<file path="src/common/bwcs_pkg.sv">
package bwcs_pkg;

    // ----------------------------------------
    // Timing
    // ----------------------------------------
    localparam int unsigned CLK_PERIOD_NS = 4;
    localparam int unsigned FAST_RC_START_NS = 5000;
    localparam int unsigned SLOW_RC_START_NS = 43000000;
    localparam int unsigned EXT_RST_MIN_NS = 120000;
    // Least times round up to whole cycles
    localparam int unsigned FAST_RC_START_CYC = (FAST_RC_START_NS + CLK_PERIOD_NS - 1) / CLK_PERIOD_NS;
    localparam int unsigned SLOW_RC_START_CYC = (SLOW_RC_START_NS + CLK_PERIOD_NS - 1) / CLK_PERIOD_NS;
    localparam int unsigned EXT_RST_MIN_CYC = (EXT_RST_MIN_NS + CLK_PERIOD_NS - 1) / CLK_PERIOD_NS;
    localparam int unsigned BOOT_SLOW_TICKS = 1024;
    localparam int unsigned NORMAL_WAKE_TICKS = 1024;
    localparam int unsigned FAST_WAKE_SYS_TICKS = 128;
    localparam int unsigned CNT_W = 24;

    // ----------------------------------------
    // Memory map of the core
    // ----------------------------------------
    localparam int unsigned PM_WORDS = 1536;
    localparam int unsigned PM_WIDTH = 14;
    localparam int unsigned PM_AW = 11;
    localparam logic [10:0] RESET_VEC = 11'h000;
    localparam logic [10:0] IRQ_VEC = 11'h010;
    localparam logic [10:0] PM_RSVD_FIRST = 11'h5F8;
    localparam int unsigned DM_BYTES = 88;

    // ----------------------------------------
    // Register offsets (byte addresses)
    // ----------------------------------------
    localparam logic [8:0] OFS_CLKMODE = 9'h000;
    localparam logic [8:0] OFS_XTAL = 9'h004;
    localparam logic [8:0] OFS_TRIM = 9'h008;
    localparam logic [8:0] OFS_CTRL = 9'h00C;
    localparam logic [8:0] OFS_STATUS = 9'h010;
    localparam logic [8:0] OFS_IND_PTR = 9'h018;
    localparam logic [8:0] OFS_IND_DATA = 9'h01C;
    localparam logic [8:0] OFS_BITOP = 9'h020;
    localparam logic [8:0] OFS_DM_BASE = 9'h100;

    // Field positions
    localparam int unsigned CM_SRC_LSB = 0;
    localparam int unsigned CM_SLOW_EN = 2;
    localparam int unsigned CM_FAST_EN = 4;
    localparam int unsigned CM_DIV_LSB = 5;
    localparam int unsigned XT_EN = 7;
    localparam int unsigned CTRL_FAST_WAKE = 0;
    localparam int unsigned BIT_IDX_LSB = 0;
    localparam int unsigned BIT_POS_LSB = 8;
    localparam int unsigned BIT_VAL = 11;

    // Reset values
    localparam logic [7:0] CLKMODE_RST = 8'h14;
    localparam logic [7:0] XTAL_RST = 8'h00;
    localparam logic [7:0] TRIM_RST = 8'h80;
    localparam logic [7:0] CTRL_RST = 8'h00;

    // Clock sources
    localparam logic [1:0] SRC_SLOW = 2'h0;
    localparam logic [1:0] SRC_FAST = 2'h1;
    localparam logic [1:0] SRC_XTAL = 2'h2;

    typedef enum logic [2:0] {
        ST_BOOT = 3'b000,
        ST_RUN = 3'b001,
        ST_HALT = 3'b010,
        ST_SYSOFF = 3'b011,
        ST_STARTUP = 3'b100,
        ST_WAKE = 3'b101
    } bwcs_state_t;

    typedef struct packed {
        logic xtal_en;
        logic fast_en;
        logic slow_en;
        logic [1:0] src;
        logic [2:0] div;
    } bwcs_clk_t;

    typedef struct packed {
        logic load;
        logic [10:0] addr;
    } bwcs_fetch_t;

endpackage

</file>
<file path="src/core/bwcs_div.sv">
`timescale 1ns/100ps
// Passes one tick out of every 2**div_sel input ticks
module bwcs_div
    import bwcs_pkg::*;
(
    input wire logic clk,
    input wire logic rst_n,
    input wire logic tick_in,
    input wire logic [2:0] div_sel,
    output logic tick_out
);
    logic [6:0] cnt_q;
    logic [6:0] cnt_d;
    logic [6:0] top;

    // Next count and wrap point
    always_comb begin
        top = 7'((8'h01 << div_sel) - 8'h01);
        cnt_d = cnt_q;
        tick_out = 1'b0;
        if (tick_in) begin
            if (cnt_q >= top) begin
                cnt_d = 7'h00;
                tick_out = 1'b1;
            end else begin
                cnt_d = cnt_q + 7'h01;
            end
        end
    end

    always_ff @(posedge clk) begin
        if (!rst_n) begin
            cnt_q <= 7'h00;
        end else begin
            cnt_q <= cnt_d;
        end
    end
endmodule

</file>
<file path="src/core/bwcs_top.sv">
`timescale 1ns/100ps
// Notes on behaviour
// [RULE1] Fast halt wake: 128 system clocks
// [RULE2] Fast full wake, fast RC: 5us+128 clocks
// [RULE3] Fast full wake, slow RC: 43ms+128 clocks
// [RULE4] Normal wake: 1024 slow RC periods
// [RULE5] Power-on boot holds core 1024 slow periods
// [RULE6] System clock is slow RC after boot
// [RULE7] Both RC oscillators enabled after boot
// [RULE8] Three oscillator enables, independently writable
// [RULE9] Clock mode picks source and divider
// [RULE10] Fetch starts at 0x00 after reset
// [RULE11] Taken interrupt vectors fetch to 0x10
// [RULE12] Program memory 1.5K words of 14 bits
// [RULE13] Top eight program words reserved, not user
// [RULE14] 88 data bytes, byte/bit/indirect access; the byte window reaches only bytes 0-63
// [RULE15] External reset held at least 120us
// [RULE16] Trim register for fast RC frequency
// [RULE17] Fast/normal wake setting applies next exit
module bwcs_top
    import bwcs_pkg::*;
#(
    parameter int unsigned SLOW_START_CYC = bwcs_pkg::SLOW_RC_START_CYC,
    parameter int unsigned EXT_RST_CYC = bwcs_pkg::EXT_RST_MIN_CYC
)(
    input wire logic clk,
    input wire logic rst_n,
    input wire logic [8:0] avs_address,
    input wire logic avs_read,
    input wire logic avs_write,
    input wire logic [31:0] avs_writedata,
    output logic [31:0] avs_readdata,
    output logic avs_waitrequest,
    input wire logic ext_rst_pin_n,
    input wire logic wake_io_pin,
    input wire logic slow_rc_pin,
    input wire logic fast_rc_pin,
    input wire logic xtal_pin,
    input wire logic susp_exec_req,
    input wire logic susp_sys_req,
    input wire logic irq_take,
    output logic core_run,
    output bwcs_pkg::bwcs_fetch_t fetch,
    output bwcs_pkg::bwcs_clk_t clk_ctrl,
    output logic [7:0] fast_rc_trim
);
    import bwcs_pkg::*;

    // ----------------------------------------
    // Pin synchronisers
    // ----------------------------------------
    logic [4:0] sync1_q;
    logic [4:0] sync2_q;
    logic [3:0] sync3_q;
    logic ext_low;
    logic wake_tgl;
    logic slow_tick;
    logic raw_sys_edge;
    logic sys_tick;

    // Two stages, then a third for edges; all reset high so release shows no rising edge
    always_ff @(posedge clk) begin
        if (!rst_n) begin
            sync1_q <= 5'h1F;
            sync2_q <= 5'h1F;
            sync3_q <= 4'hF;
        end else begin
            sync1_q <= {ext_rst_pin_n, wake_io_pin, slow_rc_pin, fast_rc_pin, xtal_pin};
            sync2_q <= sync1_q;
            sync3_q <= sync2_q[3:0];
        end
    end

    logic [7:0] clkmode_q;
    logic [7:0] clkmode_d;
    logic [7:0] xtal_q;
    logic [7:0] xtal_d;
    logic [7:0] trim_q;
    logic [7:0] trim_d;
    logic [7:0] ctrl_q;
    logic [7:0] ctrl_d;
    logic [1:0] src;

    assign src = clkmode_q[CM_SRC_LSB +: 2];
    assign ext_low = !sync2_q[4];
    assign wake_tgl = sync2_q[3] ^ sync3_q[3];
    assign slow_tick = sync2_q[2] && !sync3_q[2];
    // Source mux; code 3 falls back to the slow RC
    assign raw_sys_edge = (src == SRC_FAST) ? (sync2_q[1] && !sync3_q[1]) :
                          (src == SRC_XTAL) ? (sync2_q[0] && !sync3_q[0]) : slow_tick; // [RULE9]

    bwcs_div u_sysdiv (
        .clk(clk),
        .rst_n(rst_n),
        .tick_in(raw_sys_edge),
        .div_sel(clkmode_q[CM_DIV_LSB +: 3]),
        .tick_out(sys_tick)
    );

    // ----------------------------------------
    // External reset filter
    // ----------------------------------------
    logic [CNT_W-1:0] erst_q;
    logic [CNT_W-1:0] erst_d;
    logic ext_hit;

    // Short glitches never restart the core
    always_comb begin
        erst_d = ext_low ? erst_q : '0;
        ext_hit = 1'b0;
        if (ext_low && erst_q != CNT_W'(EXT_RST_CYC)) begin
            erst_d = erst_q + 1'b1;
            ext_hit = (erst_q == CNT_W'(EXT_RST_CYC - 1)); // [RULE15]
        end
    end

    always_ff @(posedge clk) begin
        if (!rst_n) begin
            erst_q <= '0;
        end else begin
            erst_q <= erst_d;
        end
    end

    // ----------------------------------------
    // Boot and wake sequencer
    // ----------------------------------------
    bwcs_state_t st_q;
    bwcs_state_t st_d;
    logic [CNT_W-1:0] cnt_q;
    logic [CNT_W-1:0] cnt_d;
    logic wslow_q;
    logic wslow_d;
    logic fsu_q;
    logic fsu_d;
    logic run_q;
    logic run_d;
    bwcs_fetch_t fetch_q;
    bwcs_fetch_t fetch_d;
    logic wake_tick;
    logic [CNT_W-1:0] wake_last;
    logic [CNT_W-1:0] start_last;

    assign wake_tick = wslow_q ? slow_tick : sys_tick;
    assign wake_last = wslow_q ? CNT_W'(NORMAL_WAKE_TICKS - 1) : CNT_W'(FAST_WAKE_SYS_TICKS - 1);
    assign start_last = fsu_q ? CNT_W'(FAST_RC_START_CYC - 1) : CNT_W'(SLOW_START_CYC - 1);

    // Next sequencer state
    always_comb begin
        st_d = st_q;
        cnt_d = cnt_q;
        wslow_d = wslow_q;
        fsu_d = fsu_q;
        run_d = run_q;
        fetch_d = fetch_q;
        fetch_d.load = 1'b0;
        if (ext_hit) begin
            st_d = ST_BOOT;
            cnt_d = '0;
            run_d = 1'b0;
        end else begin
            unique case (st_q)
                ST_BOOT: begin
                    run_d = 1'b0;
                    if (slow_tick) begin
                        if (cnt_q == CNT_W'(BOOT_SLOW_TICKS - 1)) begin // [RULE5]
                            st_d = ST_RUN;
                            cnt_d = '0;
                            run_d = 1'b1;
                            fetch_d.load = 1'b1;
                            fetch_d.addr = RESET_VEC; // [RULE10]
                        end else begin
                            cnt_d = cnt_q + 1'b1;
                        end
                    end
                end
                ST_RUN: begin
                    if (susp_sys_req) begin
                        st_d = ST_SYSOFF;
                        run_d = 1'b0;
                    end else if (susp_exec_req) begin
                        st_d = ST_HALT;
                        run_d = 1'b0;
                    end else if (irq_take) begin
                        fetch_d.load = 1'b1;
                        fetch_d.addr = IRQ_VEC; // [RULE11]
                    end
                end
                ST_HALT, ST_SYSOFF: begin
                    if (wake_tgl) begin
                        cnt_d = '0;
                        // Setting is sampled at the exit itself
                        if (!ctrl_q[CTRL_FAST_WAKE]) begin // [RULE17]
                            st_d = ST_WAKE;
                            wslow_d = 1'b1; // [RULE4]
                        end else if (st_q == ST_SYSOFF && src != SRC_XTAL) begin
                            st_d = ST_STARTUP;
                            fsu_d = (src == SRC_FAST); // [RULE2] [RULE3]
                        end else begin
                            st_d = ST_WAKE;
                            wslow_d = 1'b0; // [RULE1]
                        end
                    end
                end
                ST_STARTUP: begin
                    if (cnt_q == start_last) begin // [RULE2] [RULE3]
                        st_d = ST_WAKE;
                        cnt_d = '0;
                        wslow_d = 1'b0;
                    end else begin
                        cnt_d = cnt_q + 1'b1;
                    end
                end
                ST_WAKE: begin
                    if (wake_tick) begin
                        if (cnt_q == wake_last) begin // [RULE1] [RULE4]
                            st_d = ST_RUN;
                            cnt_d = '0;
                            run_d = 1'b1;
                        end else begin
                            cnt_d = cnt_q + 1'b1;
                        end
                    end
                end
                default: begin
                    st_d = ST_BOOT;
                    cnt_d = '0;
                    run_d = 1'b0;
                end
            endcase
        end
    end

    always_ff @(posedge clk) begin
        if (!rst_n) begin
            st_q <= ST_BOOT;
            cnt_q <= '0;
            wslow_q <= 1'b1;
            fsu_q <= 1'b0;
            run_q <= 1'b0;
            fetch_q <= '{load: 1'b0, addr: RESET_VEC};
        end else begin
            st_q <= st_d;
            cnt_q <= cnt_d;
            wslow_q <= wslow_d;
            fsu_q <= fsu_d;
            run_q <= run_d;
            fetch_q <= fetch_d;
        end
    end

    // ----------------------------------------
    // Avalon-MM slave and registers
    // ----------------------------------------
    logic [7:0] dm [DM_BYTES];
    logic wait_q;
    logic wait_d;
    logic [31:0] rdata_q;
    logic [31:0] rdata_d;
    logic [7:0] iptr_q;
    logic [7:0] iptr_d;
    logic req;
    logic ack;
    logic [7:0] dm_idx;
    logic dm_sel;
    logic [7:0] ind_idx;
    logic [6:0] bit_idx;

    // Data window: one byte per aligned word
    function automatic logic [7:0] dm_index(input logic [8:0] a);
        dm_index = 8'(a[8:2]) - 8'(OFS_DM_BASE[8:2]);
    endfunction

    function automatic logic dm_ok(input logic [7:0] i);
        dm_ok = (i < 8'(DM_BYTES));
    endfunction

    assign req = avs_read || avs_write;
    assign ack = req && !wait_q;
    assign dm_idx = dm_index(avs_address);
    assign dm_sel = avs_address >= OFS_DM_BASE && dm_ok(dm_idx);
    // Pointer bytes above the memory read as zero and take no writes
    assign ind_idx = dm_ok(iptr_q) ? dm[iptr_q[6:0]] : 8'hFF; // [RULE14]
    assign bit_idx = avs_writedata[BIT_IDX_LSB +: 7];

    // One wait cycle, then the answer for one cycle
    always_comb begin
        wait_d = !(req && wait_q);
        rdata_d = rdata_q;
        clkmode_d = clkmode_q;
        xtal_d = xtal_q;
        trim_d = trim_q;
        ctrl_d = ctrl_q;
        iptr_d = iptr_q;
        if (req && wait_q) begin
            rdata_d = 32'h0000_0000;
            if (dm_sel) begin
                rdata_d[7:0] = dm[dm_idx[6:0]];
            end else begin
                unique case (avs_address)
                    OFS_CLKMODE: rdata_d[7:0] = clkmode_q;
                    OFS_XTAL: rdata_d[7:0] = xtal_q;
                    OFS_TRIM: rdata_d[7:0] = trim_q;
                    OFS_CTRL: rdata_d[7:0] = ctrl_q;
                    OFS_STATUS: rdata_d[7:0] = {3'h0, wslow_q, run_q, st_q};
                    OFS_IND_PTR: rdata_d[7:0] = iptr_q;
                    OFS_IND_DATA: rdata_d[7:0] = dm_ok(ind_idx) ? dm[ind_idx[6:0]] : 8'h00;
                    default: rdata_d = 32'h0000_0000;
                endcase
            end
        end
        if (ack && avs_write) begin
            unique case (avs_address)
                OFS_CLKMODE: clkmode_d = avs_writedata[7:0]; // [RULE8] [RULE9]
                OFS_XTAL: xtal_d = avs_writedata[7:0]; // [RULE8]
                OFS_TRIM: trim_d = avs_writedata[7:0]; // [RULE16]
                OFS_CTRL: ctrl_d = avs_writedata[7:0]; // [RULE17]
                OFS_IND_PTR: iptr_d = avs_writedata[7:0];
                default: ;
            endcase
        end
        // Any recognised reset brings the clock setup back
        if (ext_hit) begin
            clkmode_d = CLKMODE_RST; // [RULE6] [RULE7]
            xtal_d = XTAL_RST;
            trim_d = TRIM_RST;
            ctrl_d = CTRL_RST;
        end
    end

    always_ff @(posedge clk) begin
        if (!rst_n) begin
            wait_q <= 1'b1;
            rdata_q <= 32'h0000_0000;
            clkmode_q <= CLKMODE_RST;
            xtal_q <= XTAL_RST;
            trim_q <= TRIM_RST;
            ctrl_q <= CTRL_RST;
            iptr_q <= 8'h00;
        end else begin
            wait_q <= wait_d;
            rdata_q <= rdata_d;
            clkmode_q <= clkmode_d;
            xtal_q <= xtal_d;
            trim_q <= trim_d;
            ctrl_q <= ctrl_d;
            iptr_q <= iptr_d;
        end
    end

    // Data memory: byte, bit and indirect writes; no reset, like SRAM
    always_ff @(posedge clk) begin
        if (ack && avs_write) begin
            if (dm_sel) begin
                dm[dm_idx[6:0]] <= avs_writedata[7:0]; // [RULE14]
            end else if (avs_address == OFS_IND_DATA && dm_ok(ind_idx)) begin
                dm[ind_idx[6:0]] <= avs_writedata[7:0]; // [RULE14]
            end else if (avs_address == OFS_BITOP && dm_ok(8'(bit_idx))) begin
                dm[bit_idx][avs_writedata[BIT_POS_LSB +: 3]] <= avs_writedata[BIT_VAL]; // [RULE14]
            end
        end
    end

    // ----------------------------------------
    // Oscillator enables and outputs
    // ----------------------------------------
    bwcs_clk_t clk_d;
    bwcs_clk_t clk_q;
    logic awake;

    // Full suspend stops all; boot, start-up and normal wake force their counting source on
    always_comb begin
        awake = (st_q != ST_SYSOFF);
        clk_d.xtal_en = xtal_q[XT_EN] && awake; // [RULE8]
        clk_d.fast_en = (clkmode_q[CM_FAST_EN] && awake) || (st_q == ST_STARTUP && fsu_q);
        clk_d.slow_en = (clkmode_q[CM_SLOW_EN] && awake) || st_q == ST_BOOT ||
                        (st_q == ST_WAKE && wslow_q) || (st_q == ST_STARTUP && !fsu_q);
        clk_d.src = src; // [RULE9]
        clk_d.div = clkmode_q[CM_DIV_LSB +: 3];
    end

    always_ff @(posedge clk) begin
        if (!rst_n) begin
            clk_q <= '{xtal_en: 1'b0, fast_en: 1'b1, slow_en: 1'b1, src: SRC_SLOW, div: 3'h0};
        end else begin
            clk_q <= clk_d;
        end
    end

    assign avs_waitrequest = wait_q;
    assign avs_readdata = rdata_q;
    assign core_run = run_q;
    assign fetch = fetch_q;
    assign clk_ctrl = clk_q;
    assign fast_rc_trim = trim_q;
endmodule

</file>
<file path="config.mk">
export PLATFORM = sky130hd
export DESIGN_NAME = bwcs_top
export DESIGN_NICKNAME = d
export VERILOG_FILES = /design/src/common/bwcs_pkg.sv /design/src/core/bwcs_div.sv /design/src/core/bwcs_top.sv
export SDC_FILE = /design/constraint.sdc
export NUM_CORES = 2
export LEC_CHECK = 0
export ABC_AREA = 1
export BUFFER_PORTS_ARGS = -buffer_cell sky130_fd_sc_hd__buf_2
export CAP_MARGIN = 20
export CELL_PAD_IN_SITES_DETAIL_PLACEMENT = 1
export CELL_PAD_IN_SITES_GLOBAL_PLACEMENT = 2
export CORE_ASPECT_RATIO = 1.2
export CORE_MARGIN = 8
export CORE_UTILIZATION = 39
export DETAILED_ROUTE_END_ITERATION = 8
export GPL_ROUTABILITY_DRIVEN = 0
export HOLD_SLACK_MARGIN = 0.05
export PLACE_DENSITY = 0.9
export SYNTH_ARGS = -nofsm -noshare
export SYNTH_HDL_FRONTEND = slang
export SYNTH_SLANG_ARGS = --single-unit
</file>
<file path="constraint.sdc">
create_clock -name clk -period 8.9 [get_ports clk]
set_clock_uncertainty 0.05 [all_clocks]
set_input_delay 1.335 -clock clk [delete_from_list [all_inputs] [get_ports clk]]
set_output_delay 1.335 -clock clk [all_outputs]
set_load 0.02 [all_outputs]
</file>
==> flow_summary.toml <==
[status]
outcome = "finished, final reports clean"

[yosys]
synth_edf_count = 704
netlist_instances = 6342
synth_area_leaders = "edfxtp_1 42%, nand3_1 12%, nand2_1 8.1%"
ys.flop_type = "edfxtp_1"
yosysSeqAreaShare_pct = 48.2
ys_ff_latch = 845
synth_top_area_cell = "edfxtp_1"
ys_types = 58
synth-async-reset-ratio_pct = 0
synth.avg_cell_area_sq_um = 7.84
ys_warn_count = 0
yosysTopAreaCellShare_pct = 42.5
syn_area_sq_um = 49700

[clock_network]
cts_tree = "built"
cts_sinks = 845
clk_pin_slew_ns = 0.06
root_buffer = "clkbuf_16"
cts_resized = 0
cts_hold_buf = 0
insertion_delay_ns = 0.74
clk_path_buf_depth = 3
cts_inserted_buffers = 95
post_cts_buffers = 0
htree_levels = 3

[grt]
grt_pass1_wl_microns = 323000
grt.busiest_layer = "met2"
grt_overflow = 0
grt_max_degree = 139
groute.usage.overall_pct = 30.6
grt_use_met1_pct = 35.8
grt_use_met2_pct = 49.7
grt_pass1_vias = 51000
antenna_found_initial = 9
use_met3_pct = 6.33

[pwr]
vdd_drop_max_mv = 0.159
p_leak_nw = 19.0
p_per_area_nw_per_um2 = 161
switching_power_mw = 2.11
power_frac_clock_pct = 45.4
p_seq_share_pct = 48.9
power.internal_mw = 6.67
p_comb_share_pct = 5.7
swShare_pct = 24.0

[layout]
nets = 6179
fill_cells = 15300
multi_input_area_sq_um = 22500
finalInstanceArea_sq_um = 54400
fin_cells = 7858
layout_common_cells = "1,163 x nand3_1, 1,068 x nand2_1, 943 x nor2_1"
area_delta_synth_final_pct = 9.43
layout_commonest_cell = "nand3_1"
regArea_sq_um = 24000
drive_gt1_share_pct = 6.59
finish.utilization_pct = 43.0

[critical_path]
r2r_setup_slack_ns = 1.67
worstPathMaxFanout = 138
critPathKind = "flop to flop"
required_ns = 9.25
start_kind = "flop"
worstPathArrival_ns = 7.58
critPathCaptureType = "flop"
r2r_end = "dm[0][5]"
reg2reg_depth = 18

[drt]
avgRoutedWirePerCell_microns = 28.2
drt_iter0_drc = 5567
dr.pass1.iters = 8
wirelength_microns = 222000
postRouteAntennaNets = 0
vias = 49800
via_per_inst = 6.33
drc_errors = 0

[sta]
fmax_mhz = 138
setup_slack_ns = 1.67
finalSetupViolCount = 0
grt_setup_unrepaired = "false"
period_minus_slack_ns = 7.23
slew_viol_final = 0
finalCritPeriodShare_pct = 81.2
relSlewSlack_pct = 19.0
tightest_slew_ns = 1.21
setup_tns_ns = 0
hold_viol = 0

[flow_run]
cap_violations = 0

[floorplan]
coreArea_sq_um = 127000
die-area_sq_um = 139000
rows = 143
die_h_microns = 407
io_pins = 115
die_w_microns = 342
start_util_pct = 39.3

[placed_design]
post_dp_cell_area_sq_um = 51300
dp.cells = 7682
port_buffers = 60
dp_slack_ns = 1.85
dp_hpwl_microns = 132000

[min_path]
hp-start = "sync1_q[1]"
worstHoldPathCells = 1
holdPathEnd = "sync2_q[1]"
hp-class = "flop to flop"
==> power by group through the flow <==
stage	Sequential (mW)	Clock (mW)	Combinational, mW
2_1_floorplan	4.39	0	0.261
3_3_place_gp	4.38	0	0.470
3_5_place_dp	4.38	0	0.478
4_1_cts	4.30	4.02	0.479
5_1_grt	4.29	4.16	0.512
6_report	4.29	3.98	0.500
==> area by class of cell <==
class	instances	area share, %
multi-input cells	4608	41.3
diodes	4	0.0184
repair buffers	180	2.56
clock inverters	38	0.713
inverters	385	2.70
clock buffers	131	4.88
flip-flops and latches	845	44.0
well taps	1667	3.83
==> synthesized netlist by cell type, types with 12 or more instances <==
cell type  instances
a21oi_1          309
a221oi_1          28
a22o_1            13
a22oi_1          112
a31oi_1           27
buf_1             50
buf_2            122
buf_4             42
clkbuf_1         323
dfxtp_1          141
edfxtp_1         704
inv_1            375
nand2_1         1073
nand3_1         1166
nand3b_1          15
nand4_1           24
nor2_1           957
nor3_1            49
nor4_1            20
o211ai_1         207
o21ai_0          319
o21ai_1           91
o221ai_1          23
o22ai_1           17
or2_2             12
xor2_1            14
==> worst max-delay path: stages, from the launching register on <==
cell	delay, ns
dfxtp_4	0.53
inv_8	0.69
buf_4	0.78
a21oi_1	0.13
o21ai_1	0.13
o211ai_1	0.14
nand3_1	0.15
o211ai_1	0.22
nand3_1	0.39
a21oi_1	0.18
nor3_4	0.33
nand3_2	0.20
nand2_1	0.11
nand3_1	0.06
o21ai_1	0.33
inv_2	0.15
nor2_2	0.93
nand2_1	0.84
nor2_1	0.33
==> per-layer routing <==
metal / wire length, microns / vias to the layer above
met3: 21200 / 894
met2: 102000 / 2673
met4: 18200 / 0
li1: - / 21600
met5: 0 / -
met1: 80200 / 24600
==> flip-flops by register name, summed over array words and instances, names as in the netlist, 4 cells and up, named ones only <==
| signal | flops |
|---|---|
| clkmode_q | 8 |
| sync3_q | 4 |
| u_sysdiv.cnt_q | 7 |
| cnt_q | 24 |
| erst_q | 24 |
| iptr_q | 8 |
| sync2_q | 5 |
| avs_readdata | 8 |
| xtal_q | 8 |
| clk_ctrl | 8 |
| sync1_q | 5 |
| fast_rc_trim | 8 |
| ctrl_q | 8 |
| dm | 704 |
==> how the worst max path moves through the flow <==
stage | startpoint | to | slack [ns] | depth (start not counted)
detailed placement | flop | avs_readdata[5] | 1.85 | 22
global route | flop | avs_readdata[7] | 1.59 | 21
CTS | flop | avs_readdata[5] | 1.83 | 20
finish | flop | dm[0][5] | 1.67 | 18
floorplan | avs_writedata[3] | dm[0][1] | 2.32 | 7
global placement | flop | avs_readdata[5] | 1.88 | 20
==> stage by stage <==
step	power [mW]	hold WS (ns)
after floorplan	4.65	0.341
after global placement	4.85	0.345
after detailed placement	4.86	0.355
after CTS	8.79	0.369
after global routing	8.96	0.371
final	8.78	0.364
==> kinds of logic (layout without fill, tap and decap cells) <==
logic type | count (synthesis) | after routing | synth area share [%]
AND/OR/NAND/NOR | 3350 | 3350 | 29.0
AO/OA/AOI/OAI | 1196 | 1196 | 14.6
buffers and inverters | 922 | 734 | 7.58
flip-flops | 845 | 845 | 48.2
XOR/XNOR | 17 | 17 | 0.299
adder cells (fa/ha/maj) | 11 | 11 | 0.277
other | 1 | 38 | 0.00754
No activity file was read; power rests on OpenSTA's default activity.
